File: config.mk
export PLATFORM = sky130hd
export DESIGN_NAME = sram_host_ctrl
export DESIGN_NICKNAME = d
export VERILOG_FILES = /design/src/logic/sram_host_pkg.sv /design/src/logic/sram_host_ctrl.sv
export VERILOG_INCLUDE_DIRS = /design/src /design/src/logic
export SDC_FILE = /design/constraint.sdc
export NUM_CORES = 1
export LEC_CHECK = 0
export BUFFER_PORTS_ARGS = -buffer_cell sky130_fd_sc_hd__buf_2
export CORE_MARGIN = 2
export CORE_UTILIZATION = 25
export CTS_CLUSTER_SIZE = 24
export DETAILED_ROUTE_END_ITERATION = 7
export PLACE_DENSITY = 0.42
export SLEW_MARGIN = 15
export SYNTH_ARGS = -nofsm -noshare
export SYNTH_HDL_FRONTEND = slang
export SYNTH_SLANG_ARGS = --single-unit
File: constraint.sdc
create_clock -name core_clk_i -period 4.5 [get_ports core_clk_i]
set_clock_uncertainty 0.15 [all_clocks]
set_input_delay 0.9 -clock core_clk_i [delete_from_list [all_inputs] [get_ports core_clk_i]]
set_output_delay 0.9 -clock core_clk_i [all_outputs]
set_load 0.01 [all_outputs]
File: src/logic/sram_host_cfg.svh
// Purpose: timing and width constants for the static memory host controller
// Assumes: core clock of 25 MHz
// Notes: times in picoseconds except the power-up wait in microseconds, counts derived by ceiling
`ifndef SRAM_HOST_CFG_SVH
`define SRAM_HOST_CFG_SVH
`define CLK_PERIOD_PS 40000
`define POWER_UP_WAIT_TIME_US 100
`define ADDRESS_ACCESS_TIME_FAST_PS 10000
`define ADDRESS_ACCESS_TIME_SLOW_PS 15000
`define WRITE_TURNOFF_DELAY_FAST_PS 5000
`define WRITE_TURNOFF_DELAY_SLOW_PS 8000
`define WRITE_DATA_SETUP_TIME_FAST_PS 5000
`define WRITE_DATA_SETUP_TIME_SLOW_PS 8000
`define ADDR_SETUP_WRITE_END_FAST_PS 7000
`define ADDR_SETUP_WRITE_END_SLOW_PS 12000
`define CEIL_CYC(ps) (((ps) + `CLK_PERIOD_PS - 1) / `CLK_PERIOD_PS)
`define POWER_UP_CYCLES ((`POWER_UP_WAIT_TIME_US * 1000000 + `CLK_PERIOD_PS - 1) / `CLK_PERIOD_PS)
`define ADDR_W 19
`define DATA_W 32
`define LANES 4
`endif

File: src/logic/sram_host_pkg.sv
// Purpose: types for the static memory host controller
// Assumes: sram_host_cfg.svh supplies widths
// Notes: pin bundle carries every memory control and address line; data and error lines are separate ports
`include "sram_host_cfg.svh"
package sram_host_pkg;
    typedef struct packed {
        logic [2:0] chip_sel_n;
        logic write_strobe_n;
        logic out_en_n;
        logic [`LANES-1:0] byte_en_n;
        logic [`ADDR_W-1:0] addr;
    } mem_ctl_t;
    typedef struct packed {
        logic write;
        logic [`ADDR_W-1:0] addr;
        logic [`LANES-1:0] byte_en;
        logic [`DATA_W-1:0] wdata;
    } host_req_t;
    typedef enum logic [2:0] {
        st_power_up, st_idle, st_read, st_write_gap, st_write, st_write_end
    } host_state_t;
endpackage
File: src/logic/sram_host_ctrl.sv
// Purpose: host-side controller driving an asynchronous ecc static memory
// Assumes: one 25 MHz clock, synchronous active-high reset at power-good
// Notes: each access is whole clock periods, so every minimum rounds up
`timescale 1ns/1ns
// What this block does
// - select memory only by driving all three chip selects low together
// - begin writes with write strobe and chip select both low
// - end write by raising write strobe first, chip select after
// - data setup and hold counted against the write strobe rising edge
// - strobe low time covers turn-off delay plus data setup
// - keep data drivers off while memory may still drive the bus
// - wait 100 us after reset before the first access
// - sample read data and error no earlier than access time
// - write strobe held high through every read
// - address is valid before or with chip select going low
// - address-driven reads allowed with enables held asserted; not used here, every read ends by raising chip selects and output enable
// - address held valid at least setup time before write end
// - byte enables asserted at least setup time before write end
// - byte enable n selects data byte lane n, lowest first
module sram_host_ctrl
    import sram_host_pkg::*;
#(
    parameter bit SLOW_GRADE = 1'b0,
    parameter int POWER_UP_CYCLES = `POWER_UP_CYCLES
) (
    input wire logic core_clk_i,
    input wire logic srst_i,
    input wire logic req_valid_i,
    output logic req_ready_o,
    input wire host_req_t req_i,
    output logic rsp_valid_o,
    output logic [`DATA_W-1:0] rsp_rdata_o,
    output logic rsp_err_o,
    output logic init_done_o,
    output mem_ctl_t mem_ctl_o,
    input wire logic [`DATA_W-1:0] mem_data_i,
    output logic [`DATA_W-1:0] mem_data_o,
    output logic [`LANES-1:0] mem_data_oe_o,
    input wire logic mem_err_i
);
    // ====================================================================
    // timing counts
    localparam int ACC_PS = SLOW_GRADE ? `ADDRESS_ACCESS_TIME_SLOW_PS : `ADDRESS_ACCESS_TIME_FAST_PS;
    localparam int HZ_PS = SLOW_GRADE ? `WRITE_TURNOFF_DELAY_SLOW_PS : `WRITE_TURNOFF_DELAY_FAST_PS;
    localparam int SD_PS = SLOW_GRADE ? `WRITE_DATA_SETUP_TIME_SLOW_PS : `WRITE_DATA_SETUP_TIME_FAST_PS;
    localparam int AW_PS = SLOW_GRADE ? `ADDR_SETUP_WRITE_END_SLOW_PS : `ADDR_SETUP_WRITE_END_FAST_PS;
    // two sync stages add latency, so one clock of access covers the input path too
    localparam int ACC_CYC = `CEIL_CYC(ACC_PS) < 1 ? 1 : `CEIL_CYC(ACC_PS);
    localparam int PW_RAW = `CEIL_CYC(HZ_PS + SD_PS) > `CEIL_CYC(AW_PS) ?
                            `CEIL_CYC(HZ_PS + SD_PS) : `CEIL_CYC(AW_PS);
    localparam int PW_CYC = PW_RAW < 1 ? 1 : PW_RAW;
    localparam int GAP_CYC = `CEIL_CYC(HZ_PS) < 1 ? 1 : `CEIL_CYC(HZ_PS);
    localparam int CW = 24;

    initial begin
        if (POWER_UP_CYCLES < 1 || POWER_UP_CYCLES >= (1 << CW)) begin
            $error("POWER_UP_CYCLES out of range");
        end
    end

    // ====================================================================
    // input synchronisers
    logic [`DATA_W-1:0] rd_meta, rd_sync;
    logic err_meta, err_sync;
    always_ff @(posedge core_clk_i) begin
        rd_meta <= mem_data_i;
        rd_sync <= rd_meta;
        err_meta <= mem_err_i;
        err_sync <= err_meta;
    end

    // ====================================================================
    // sequencer
    host_state_t state;
    logic [CW-1:0] cnt;
    host_req_t cur;

    assign req_ready_o = (state == st_idle);

    always_ff @(posedge core_clk_i) begin
        if (srst_i) begin
            state <= st_power_up;
            cnt <= CW'(POWER_UP_CYCLES);
            cur <= '0;
        end else begin
            case (state)
                st_power_up: begin
                    if (cnt == CW'(1)) begin
                        state <= st_idle;
                    end
                    cnt <= cnt - CW'(1);
                end
                st_idle: begin
                    if (req_valid_i) begin
                        cur <= req_i;
                        if (req_i.write) begin
                            state <= st_write_gap;
                            cnt <= CW'(GAP_CYC);
                        end else begin
                            state <= st_read;
                            // two sync stages plus access time
                            cnt <= CW'(ACC_CYC + 2);
                        end
                    end
                end
                st_read: begin
                    if (cnt == CW'(1)) begin
                        state <= st_idle;
                    end
                    cnt <= cnt - CW'(1);
                end
                st_write_gap: begin
                    if (cnt == CW'(1)) begin
                        state <= st_write;
                        cnt <= CW'(PW_CYC);
                    end else begin
                        cnt <= cnt - CW'(1);
                    end
                end
                st_write: begin
                    if (cnt == CW'(1)) begin
                        state <= st_write_end;
                    end
                    cnt <= cnt - CW'(1);
                end
                st_write_end: begin
                    state <= st_idle;
                end
                default: begin
                    state <= st_idle;
                end
            endcase
        end
    end

    // ====================================================================
    // pin drive
    always_ff @(posedge core_clk_i) begin
        if (srst_i) begin
            mem_ctl_o.chip_sel_n <= 3'h7;
            mem_ctl_o.write_strobe_n <= 1'b1;
            mem_ctl_o.out_en_n <= 1'b1;
            mem_ctl_o.byte_en_n <= {`LANES{1'b1}};
            mem_ctl_o.addr <= '0;
            mem_data_o <= '0;
            mem_data_oe_o <= '0;
        end else begin
            mem_ctl_o.write_strobe_n <= 1'b1;
            mem_data_oe_o <= '0;
            if (state == st_idle && req_valid_i) begin
                // address settles with chip select, never after it
                mem_ctl_o.addr <= req_i.addr;
                mem_ctl_o.chip_sel_n <= 3'h0;
                mem_ctl_o.byte_en_n <= req_i.write ? ~req_i.byte_en : {`LANES{1'b0}};
                mem_ctl_o.out_en_n <= req_i.write;
                mem_data_o <= req_i.wdata;
            end else if (state == st_write_gap && cnt == CW'(1)) begin
                mem_ctl_o.write_strobe_n <= 1'b0;
                mem_data_oe_o <= cur.byte_en;
            end else if (state == st_write && cnt != CW'(1)) begin
                mem_ctl_o.write_strobe_n <= 1'b0;
                mem_data_oe_o <= cur.byte_en;
            end else if (state == st_write && cnt == CW'(1)) begin
                // strobe rises first and ends the write; data held one more clock
                mem_ctl_o.write_strobe_n <= 1'b1;
                mem_data_oe_o <= cur.byte_en;
            end else if (state == st_write_end || (state == st_read && cnt == CW'(1))) begin
                mem_ctl_o.chip_sel_n <= 3'h7;
                mem_ctl_o.out_en_n <= 1'b1;
                mem_ctl_o.byte_en_n <= {`LANES{1'b1}};
            end
        end
    end

    // ====================================================================
    // read capture and status
    always_ff @(posedge core_clk_i) begin
        if (srst_i) begin
            rsp_valid_o <= 1'b0;
            rsp_rdata_o <= '0;
            rsp_err_o <= 1'b0;
        end else begin
            rsp_valid_o <= 1'b0;
            if (state == st_read && cnt == CW'(1)) begin
                rsp_valid_o <= 1'b1;
                rsp_rdata_o <= rd_sync;
                rsp_err_o <= err_sync;
            end
        end
    end

    always_ff @(posedge core_clk_i) begin
        if (srst_i) begin
            init_done_o <= 1'b0;
        end else begin
            init_done_o <= (state != st_power_up);
        end
    end
endmodule

After elaboration in Yosys (flattened, before gate mapping) --
Index checks and enable logic that the tools add are counted.
Storage, ports and cells: word-level logic and storage cells 78, input bits 92, register bits 196, output and inout port bits 100
Cells by class: equal/unequal tests 14, reductions and logical operators 17, mux-type cells 27, add/subtract/negate cells 1, bitwise logic cells 1
Operator list (count):
- 24-bit case mux with 3 select lines | 1
- 24-bit two-way mux | 2
- 3-bit two-way mux | 9
- 5-bit two-way mux | 5
- 24-bit by 1-bit == test with 1-bit output, second input constant | 1
- 24-bit by 1-bit != test with 1-bit output, second input constant | 1
- 24-bit by 1-bit subtractor with 24-bit output, second input constant | 1
- 4-bit two-way mux | 4
- 2-bit != test, second input constant | 6
- 3-bit case mux with 4 select lines | 1
- 4-bit AND reduction | 2
- 3-bit by 2-bit == test with 1-bit output, second input constant | 2
- 3-bit == test, second input constant | 2
- 3-bit nonzero test | 2
- 1-bit logical AND | 5
- 1-bit two-way mux | 4
- 4-bit inverter | 1
- 2-bit AND reduction | 2
- 2-bit OR reduction | 2
- 3-bit by 1-bit == test with 1-bit output, second input constant | 1
- 3-bit zero test | 1
- 3-bit OR reduction | 1
- 2-bit two-way mux | 1
- 2-bit by 1-bit != test with 1-bit output, second input constant | 1
- other kinds (2) | 2

Logic depth before layout (Yosys ltp) --
Gate-level depths: netlist (run 1).
depth after elaboration 8, mapped depth 8, mapped depth without buffers 6

Worst setup path before layout (run 1) --
Ideal clock, no wire load.
path type input -> register, from input req_valid_i, to register cnt[7], slack 2.311 ns, required time 4.230 ns, arrival time 1.919 ns, setup time 0.120 ns, cell stages on the path 5, path buffers 0, path through o21ba_2 > o2111ai_1 > nor4_1 > xnor2_1 > o21bai_1
On the way: cells in the longest elaborated chain, start to end 2
RTL lines:
- from (decl) | line sram_host_ctrl.sv:28 | input wire logic req_valid_i,
- 2-bit != test (no line)
- 2-bit AND reduction (no line)
- to (signal assigned) | line sram_host_ctrl.sv:83 | cnt <= CW'(POWER_UP_CYCLES);
- to (signal assigned) | line sram_host_ctrl.sv:91 | cnt <= cnt - CW'(1);
- to (signal assigned) | line sram_host_ctrl.sv:98 | cnt <= CW'(GAP_CYC);
- to (decl) | line sram_host_ctrl.sv:75 | logic [CW-1:0] cnt;
Every way passes these cells. A chain may end at the register's enable or synchronous reset.

Worst setup path in the final report (run 1) --
from register cnt[4], to register cnt[9]
On the way: cells in the longest elaborated chain, start to end 3, elaborated cells on any way between the ends 4, classes of those cells add/sub: 1; eq/ne: 1; mux: 2
RTL lines:
- 24-bit by 1-bit subtractor with 24-bit output or 24-bit by 1-bit == test with 1-bit output (tied branches)
- 24-bit two-way mux | line sram_host_ctrl.sv:113 | if (cnt == CW'(1)) begin
- 24-bit case mux with 3 select lines * | line sram_host_ctrl.sv:86 | case (state)
Every way passes the cells marked *; elsewhere a longest branch is shown, timed or not.

==> impl_results.md, run 1 <==
* CTS H-tree lvls at 4
* CTS Buf Count at 17
* Floorplan core area at 0.0242 mm2
* Cell area after layout at 0.00796 mm2
* I/O Buffers at 191
* Max-slew headroom at 0.357
* # clock sinks at 194
* Outcome: finished, final reports clean
* Hold Path Depth at 0
* Clock Latency Late Sink at 0.42 ns
* IO Pins at 192
* P_sw at 0.000797 W
* Die height at 160 um
* Seq cells post-synth at 194
* Yosys top cell area share at 0.636
* Largest net degree at the start of global routing at 64
* Row count at 57
* Routed Antenna Nets at 0
* CTS-repair resized insts at 0
* CP Capture Type: flip-flop
* Post-route setup TNS at 0 ns
* Commonest non-fill, non-tap cell in the layout: dfxtp_1
* Layout cell share with drive strength beyond 1 at 0.285
* Syn Nets at 744
* Post-CTS setup repair buffer count at 0
* Initial antenna violation count at 1
* Data required time of the worst path at 4.64 ns
* GRT Total Usage at 0.126
* Yosys top cell by area: dfxtp_1
* Number of distinct library cells after synthesis at 42
* Final period util at 0.605
* Clk slew on worst S/H paths at 0.07 ns
* Syn Inst Count at 650
* Critical path arrival at 2.86 ns
* Sequential power share at 0.522
* Switching share of power at 0.235
* Via count at 4786
* DIE AREA at 0.0257 mm2
* Final #Nets at 921
* Fin util at 0.329
* Fillcell total at 2596
* Final min period at 2.72 ns
* Internal power at 0.00260 W
* Drt via density at 4.11
* Drt wl/cell at 13.9 um
* GR Util met3 at 0.0382
* Die width at 160 um
* Lkg Pwr at 3.25 nW
* Worst R2R Path Depth at 6
* CP Launch Type: flip-flop
* Antenna cells at 0
* Gr ovfl total at 0
* Fmax at 367 MHz
* Worst Hold Path EP: rd_sync[3]
* Setup-failing EPs final at 0
* Vias in the first global route at 4576
* Clock share of power at 0.447
* R2R Path End: cnt[9]
* Tightest Hold Check Type: flip-flop to flip-flop
* Syn Area/Cell at 9.40 um2
* Top cells by area, synth: dfxtp_1, nand2_1, a21oi_1, xnor2_1, nor2_1
* Area grow syn2layout at 30.4%
* Worst Setup Path Type: flip-flop to flip-flop
* Initial core utilization at 0.253
* Worst R2R Setup Slack at 1.78 ns
* Final hold violation count at 0
* Combinational share of power at 0.031
* Met1 Use GR at 0.160
* Hold Crit Start: rd_meta[3]
* Worst Max-Slew Pin Slew at 0.964 ns
* Iter 0 DRT Violations at 228
* Hold_buf cts at 0
* Ys Warns at 0
* Post-detail-place hpwl at 10.7 mm
* Worst-path fanout max at 17
* Residual DRC at 0
* CTS tree: done
* Clock buffer depth at 2
* Placed cell areas at 0.00737 mm2
* Max-cap violations at 0
* CTS root buf: clkbuf_16
* Register area share after synthesis at 0.636
* Max IR drop VDD at 209 uV
* PD cells at 427 mW/mm2
* RSZ-0062 raised after global routing: false
* Drt first pass iters at 4
* M2 GR Usage at 0.204
* Final Max Tran Viols at 0
* First-pass GRT wire length at 25.5 mm
* Worst R2R Start: cnt[4]
* GPL Wtd Cong at 0.715
* Post-Syn Area at 0.00611 mm2
* GR peak layer: met2
* Total Routed Length at 16.1 mm
* Commonest cells after routing, fill and taps aside: dfxtp_1, buf_2, nand2_1
synthesized netlist by cell type:
| cell type | number |
|---|---|
| inv_1 | 3 |
| a21oi_1 | 92 |
| buf_1 | 4 |
| xnor2_1 | 19 |
| o311ai_0 | 1 |
| a311oi_1 | 3 |
| o21ai_0 | 3 |
| or2_2 | 1 |
| o21ba_2 | 1 |
| nor2_1 | 34 |
| o32a_1 | 1 |
| or4_1 | 3 |
| nand2_1 | 185 |
| or3_4 | 2 |
| o21bai_1 | 5 |
| or4_4 | 1 |
| or3_1 | 3 |
| nor4_1 | 8 |
| or3_2 | 1 |
| nor3_2 | 1 |
| a21oi_2 | 1 |
| xor2_1 | 2 |
| dfxtp_1 | 194 |
| nand2b_1 | 4 |
| clkbuf_1 | 31 |
| o31ai_1 | 2 |
| nand4_1 | 2 |
| nand3b_1 | 1 |
| a2bb2oi_1 | 4 |
| o21a_1 | 3 |
| a31oi_1 | 1 |
| a21o_1 | 2 |
| a2111oi_2 | 1 |
| buf_4 | 4 |
| nor2b_1 | 1 |
| nor3_1 | 13 |
| ha_1 | 2 |
| o211ai_1 | 1 |
| nand3_1 | 2 |
| o2111ai_1 | 1 |
| and3_1 | 1 |
| and2_1 | 6 |
power groups by stage:
stage / Sequential (W) / Combinational (W) / Clock [W]
floorplan: 0.00181 / 0.0000522 / 0
global placement: 0.00181 / 0.000108 / 0
detailed placement: 0.00181 / 0.000108 / 0
CTS: 0.00177 / 0.000108 / 0.00158
global route: 0.00178 / 0.000119 / 0.00166
finish: 0.00177 / 0.000106 / 0.00152
sequential cells by signal (all words and copies together) (netlist names), 4 cells and up:
signal / cells
cur: 4
mem_data_oe_o: 4
mem_ctl_o: 26
rd_meta: 32
mem_data_o: 32
rd_sync: 32
rsp_rdata_o: 32
cnt: 24
per-layer routing:
metal  vias to the layer above  part of all wire
li1                       2492                 -
met4                         2            0.0086
met5                         -           0.00081
met3                        11             0.051
met2                       106              0.48
met1                      2175              0.46
worst max-delay path by stage:
| stage | end | startpoint | slack (ns) |
|---|---|---|---|
| global route | cnt[13] | cnt[4] | 1.56 |
| detailed placement | cnt[19] | req_valid_i | 1.72 |
| floorplan | cnt[7] | req_valid_i | 2.31 |
| global placement | cnt[19] | req_valid_i | 1.76 |
| finish | cnt[9] | cnt[4] | 1.78 |
| CTS | cnt[9] | cnt[4] | 1.72 |
worst max-delay path, cell delays in order, from the launching register on:
cell and delay, ns:
dfxtp_1 0.37, nor4_1 0.39, nand4_1 0.13, buf_4 0.22, o31ai_1 0.62, a21o_1 0.59
nor2_1 0.12
through the flow:
| step | total power [W] | hold slack, ns | setup slack [ns] | instances |
|---|---|---|---|---|
| floorplan | 0.00186 | 0.160 | 2.31 | 650 |
| global placement | 0.00192 | 0.160 | 1.76 | 1132 |
| detailed placement | 0.00192 | 0.162 | 1.72 | 1132 |
| CTS | 0.00346 | 0.175 | 1.72 | 1164 |
| global route | 0.00355 | 0.176 | 1.56 | 1164 |
| finish | 0.00340 | 0.178 | 1.78 | 1164 |
area by class of cell:
| type | count | area (um2) | share of cell area |
|---|---|---|---|
| multi-input combinational | 414 | 2060 | 0.259 |
| tap | 324 | 405 | 0.0509 |
| clock buffer | 18 | 429 | 0.0539 |
| sequential | 194 | 3880 | 0.488 |
| inverter | 3 | 11.3 | 0.00141 |
| clock inverter | 14 | 169 | 0.0212 |
| timing repair buffer | 197 | 1000 | 0.126 |
cells by family (layout without fill, tap and decap cells):
group | after synthesis | after routing | share of synthesized area
buffers and inverters | 42 | 232 | 0.0283
XOR/XNOR | 21 | 21 | 0.0301
flip-flops | 194 | 194 | 0.636
AO/OA/AOI/OAI | 122 | 122 | 0.115
adder cells (fa/ha/maj) | 2 | 2 | 0.00410
AND/OR/NAND/NOR | 269 | 269 | 0.187
No activity file was read; power rests on OpenSTA's default activity.
==> run 2: changes to the inputs <==
==> constraint.sdc (replaced) <==
create_clock -name core_clk_i -period 2.65 [get_ports core_clk_i]
set_clock_uncertainty 0.15 [all_clocks]
set_input_delay 0.53 -clock core_clk_i [delete_from_list [all_inputs] [get_ports core_clk_i]]
set_output_delay 0.53 -clock core_clk_i [all_outputs]
set_load 0.01 [all_outputs]
==> run 2 against run 1 <==
  * Largest power group unchanged
  * Utilization rose by 0.43 points
  * Via count rose by 1.4%
  * Cell area up 1.3%
  * Register-to-register slack got worse by 1.5 ns
  * Critical endpoint is now mem_data_oe_o[3]
  * Die area is the same
  * Clock power grew 72%
  * Largest cell class unchanged
  * Critical path depth down 1
==> impl_results.md, run 2 (same netlist as run 1, synthesis figures left out) <==
* Outcome: finished, final reports clean
* Worst R2R Start: cnt[4]
* Antenna cells at 0
* Layout cell share with drive strength beyond 1 at 0.290
* Lkg Pwr at 3.30 nW
* Area grow syn2layout at 32.1%
* I/O Buffers at 191
* Clock Latency Late Sink at 0.42 ns
* Worst Setup Path Type: flip-flop to flip-flop
* Residual DRC at 0
* Place WS at 0.318 ns
* Post-route setup TNS at 0 ns
* Max-cap violations at 0
* Tightest Hold Check Type: input port to flip-flop
* Fmax at 428 MHz
* Drt wl/cell at 13.6 um
* Final Max Tran Viols at 0
* Crit path cell chain: nor4_1, nand4_1, or4_1, a21oi_2, and2_1
* Row count at 57
* Worst-path fanout max at 8
* GRT Total Usage at 0.123
* Iter 0 DRT Violations at 261
* CTS root buf: clkbuf_16
* Drt first pass iters at 6
* Final worst slack at 0.312 ns
* Initial antenna violation count at 1
* CTS tree: done
* Commonest cells after routing, fill and taps aside: dfxtp_1, buf_2, nand2_1
* CP top delay family: simple AND/OR/NAND/NOR gates
* Final period util at 0.882
* Commonest non-fill, non-tap cell in the layout: dfxtp_1
* Worst Hold Path EP: rd_meta[16]
* Max-slew headroom at 0.564
* PD cells at 721 mW/mm2
* # clock sinks at 194
* Initial core utilization at 0.253
* GPL Wtd Cong at 0.729
* Routed Antenna Nets at 0
* Final #Nets at 926
* Via count at 4851
* Slowest library cell on the worst path: or4_1
* Buf/Inv on CP at 0
* Clock buffer depth at 2
* DIE AREA at 0.0257 mm2
* Max IR drop VDD at 352 uV
* CTS H-tree lvls at 4
* Data required time of the worst path at 2.87 ns
* Vias in the first global route at 4672
* Post-CTS setup repair buffer count at 0
* Critical path arrival at 2.56 ns
* Gr ovfl total at 0
* CTS Buf Count at 17
* Fillcell total at 2534
* Largest net degree at the start of global routing at 56
* CP Launch Type: flip-flop
* Floorplan core area at 0.0242 mm2
* Die height at 160 um
* First-pass GRT wire length at 24.9 mm
* Worst R2R Setup Slack at 0.31 ns
* CTS-repair resized insts at 0
* Critical Path Max Stage Delay at 0.68 ns
* Hold Path Depth at 1
* Die width at 160 um
* IO Pins at 192
* Clk slew on worst S/H paths at 0.08 ns
* Drt via density at 4.15
* R2R Path End: mem_data_oe_o[3]
* Post-detail-place hpwl at 10.7 mm
* Worst Max-Slew Pin Slew at 0.654 ns
* CP Capture Type: flip-flop
* Worst R2R Path Depth at 5
* Final hold violation count at 0
* Setup-failing EPs final at 0
* Hold Crit Start: mem_data_i[16]
* Final min period at 2.34 ns
* Hold_buf cts at 0
* Total Routed Length at 15.9 mm
* RSZ-0062 raised after global routing: false
[run 2: cell count changes in the layout (fill, tap and decap cells not counted), sizes merged]
| cell | previous run | this run |
|---|---|---|
| clkinvlp | 1 | 0 |
| clkbuf | 18 | 17 |
| buf | 197 | 202 |
| clkinv | 6 | 8 |
[run 2: metal layers]
metal  vias to the layer above  global-route usage  wire length, um
li1                       2505                   -                -
met2                       112               0.204             7620
met3                        11              0.0424              909
met1                      2221               0.148             7210
met5                         -                   0               13
met4                         2              0.0397              181
[run 2: worst reg2reg max path, delay by kind of cell, from the launching register on]
| kind | cells | cell delay (ns) |
|---|---|---|
| flops | 1 | 0.36 |
| compound gates | 1 | 0.24 |
| simple gates | 4 | 1.55 |
[run 2: cell type report]
cell class	instances	area, um2	area share
inverters	3	11.3	0.00140
multi-input cells	414	2060	0.256
well taps	324	405	0.0502
flip-flops and latches	194	3880	0.481
clock inverters	15	189	0.0234
repair buffers	202	1090	0.135
clock buffers	17	425	0.0527
[run 2: stage by stage]
stage	utilization	instance area [um2]	cells	hold slack [ns]	total power, W
floorplan	-	6110	650	0.160	0.00316
finish	0.334	8070	1169	0.0483	0.00581
CTS	0.334	8070	1169	0.0213	0.00593
global route	0.334	8070	1169	0.0137	0.00607
global placement	0.308	7450	1137	0.160	0.00328
detailed placement	0.308	7450	1137	0.162	0.00327
[run 2: report_power, final]
| part | switching (W) | internal, W | leakage, nW |
|---|---|---|---|
| Clock | 0.00125 | 0.00136 | 0.301 |
| Combinational | 0.000101 | 0.0000919 | 1.41 |
| Sequential | 0.0000286 | 0.00298 | 1.59 |
[run 2: worst max-delay path by stage]
stage | cells past startpoint | start | to | slack, ns
floorplan | 5 | cnt[16] | state[0] | 0.50
global placement | 5 | cnt[10] | mem_data_oe_o[0] | 0.37
detailed placement | 5 | cnt[4] | mem_data_oe_o[0] | 0.32
CTS | 5 | cnt[4] | mem_data_oe_o[0] | 0.29
global route | 5 | cnt[10] | mem_data_oe_o[2] | 0.13
finish | 5 | cnt[4] | mem_data_oe_o[3] | 0.31
==> run 3: changes to the inputs <==
--- a/config.mk
+++ b/config.mk
@@ -11,6 +11,7 @@
 export CORE_UTILIZATION = 25
 export CTS_CLUSTER_SIZE = 24
 export DETAILED_ROUTE_END_ITERATION = 7
+export MAX_ROUTING_LAYER = met4
 export PLACE_DENSITY = 0.42
 export SLEW_MARGIN = 15
 export SYNTH_ARGS = -nofsm -noshare
==> run 3 against run 2 <==
  * Hold slack about the same
  * Sequential power about the same
  * Final cell count about the same
  * Via count about the same
  * Non-clock buffer count unchanged
  * Wire length down 0.32%
  * Cell area about the same
  * Largest cell class unchanged
  * Largest power group unchanged
==> impl_results.md, run 3 (same netlist as run 1, synthesis figures left out) <==
* GRT Total Usage at 0.126
* Max-slew headroom at 0.564
* Final min period at 2.33 ns
* Clock buffer depth at 2
* Hold Crit Start: mem_data_i[16]
* Worst R2R Setup Slack at 0.32 ns
* Iter 0 DRT Violations at 243
* Initial core utilization at 0.253
* CTS root buf: clkbuf_16
* Non-Filler Instances at 1170
* Final period util at 0.881
* Commonest non-fill, non-tap cell in the layout: dfxtp_1
* CTS-repair resized insts at 0
* Area grow syn2layout at 32.1%
* Residual DRC at 0
* Fmax at 429 MHz
* Die height at 160 um
* Setup-failing EPs final at 0
* Critical path arrival at 2.55 ns
* Combinational share of power at 0.033
* Gr ovfl total at 0
* Max-cap violations at 0
* P_sw at 0.00138 W
* Clock share of power at 0.450
* First-pass GRT wire length at 24.9 mm
* Worst R2R Path Depth at 5
* Hold WS at 0.0479 ns
* GR Util met3 at 0.0398
* Vias in the first global route at 4674
* CTS H-tree lvls at 4
* Hold Path Depth at 1
* Largest net degree at the start of global routing at 56
* Worst-path fanout max at 8
* CTS tree: done
* Clk slew on worst S/H paths at 0.08 ns
* Total Routed Length at 15.9 mm
* Lkg Pwr at 3.30 nW
* Final hold violation count at 0
* Placed insts at 1137
* Worst R2R Start: cnt[4]
* Post-route setup TNS at 0 ns
* Hold_buf cts at 0
* Post-CTS setup repair buffer count at 0
* Sequential power share at 0.517
* Final Max Tran Viols at 0
* CP Launch Type: flip-flop
* IO Pins at 192
* Worst Setup Path Type: flip-flop to flip-flop
* Drt first pass iters at 4
* Die width at 160 um
* Multi-input logic area at 0.00206 mm2
* Fillcell total at 2533
* Row count at 57
* Post-detail-place hpwl at 10.7 mm
* Initial antenna violation count at 1
* Final #Nets at 926
* Layout cell share with drive strength beyond 1 at 0.290
* Worst Max-Slew Pin Slew at 0.655 ns
* Worst Hold Path EP: rd_meta[16]
* Register area at 0.00388 mm2
* Max IR drop VDD at 352 uV
* Met1 Use GR at 0.151
* PD cells at 721 mW/mm2
* DIE AREA at 0.0257 mm2
* Floorplan core area at 0.0242 mm2
* R2R Path End: mem_data_oe_o[3]
* Drt wl/cell at 13.6 um
* GR peak layer: met2
* GPL Wtd Cong at 0.738
* Drt via density at 4.14
* Tightest Hold Check Type: input port to flip-flop
* CTS Buf Count at 17
* Via count at 4848
* Outcome: finished, final reports clean
* CP Capture Type: flip-flop
* M2 GR Usage at 0.204
* RSZ-0062 raised after global routing: false
* Switching share of power at 0.238
* Internal power at 0.00444 W
* I/O Buffers at 191
* Routed Antenna Nets at 0
* Clock Latency Late Sink at 0.42 ns
* Commonest cells after routing, fill and taps aside: dfxtp_1, buf_2, nand2_1
* # clock sinks at 194
* Data required time of the worst path at 2.87 ns
run 3: cell count changes in the layout (fill, tap and decap cells not counted):
| cell | delta |
|---|---|
| diode_2 | +1 |
run 3: power by group through the flow:
| stage | sequential, W | combinational, W | clock, W |
|---|---|---|---|
| floorplan | 0.00307 | 0.0000886 | 0 |
| global placement | 0.00308 | 0.000196 | 0 |
| detailed placement | 0.00308 | 0.000193 | 0 |
| CTS | 0.00301 | 0.000195 | 0.00272 |
| global route | 0.00302 | 0.000214 | 0.00284 |
| finish | 0.00301 | 0.000192 | 0.00262 |
run 3: critical path: stages, from the launching register on:
cell	delay [ns]
dfxtp_1	0.36
nor4_1	0.37
nand4_1	0.35
or4_1	0.68
a21oi_2	0.24
and2_1	0.15
run 3: metrics by stage:
stage	power [W]	setup slack, ns	utilization	instance area (um2)
after global placement	0.00328	0.369	0.308	7450
after global routing	0.00607	0.133	0.334	8070
after CTS	0.00593	0.295	0.334	8070
final	0.00582	0.316	0.334	8070
after detailed placement	0.00327	0.318	0.308	7450
after floorplan	0.00316	0.496	-	6110
run 3: routing by layer:
layer,vias to the layer above,share of wire
met5,-,0
met4,0,0.011
met3,9,0.055
met2,118,0.48
met1,2217,0.45
li1,2504,-
run 3: how the worst max path moves through the flow:
stage / to / startpoint / slack (ns)
6_report: mem_data_oe_o[3] / cnt[4] / 0.32
3_5_place_dp: mem_data_oe_o[0] / cnt[4] / 0.32
5_1_grt: mem_data_oe_o[2] / cnt[10] / 0.13
2_1_floorplan: state[0] / cnt[16] / 0.50
3_3_place_gp: mem_data_oe_o[0] / cnt[10] / 0.37
4_1_cts: mem_data_oe_o[0] / cnt[4] / 0.29
run 3: cell type report:
class	instances	area share
sequential	194	0.481
multi-input combinational	414	0.256
timing repair buffer	202	0.135
clock buffer	17	0.0527
tap	324	0.0502
clock inverter	15	0.0234
inverter	3	0.00140
antenna	1	0.000310
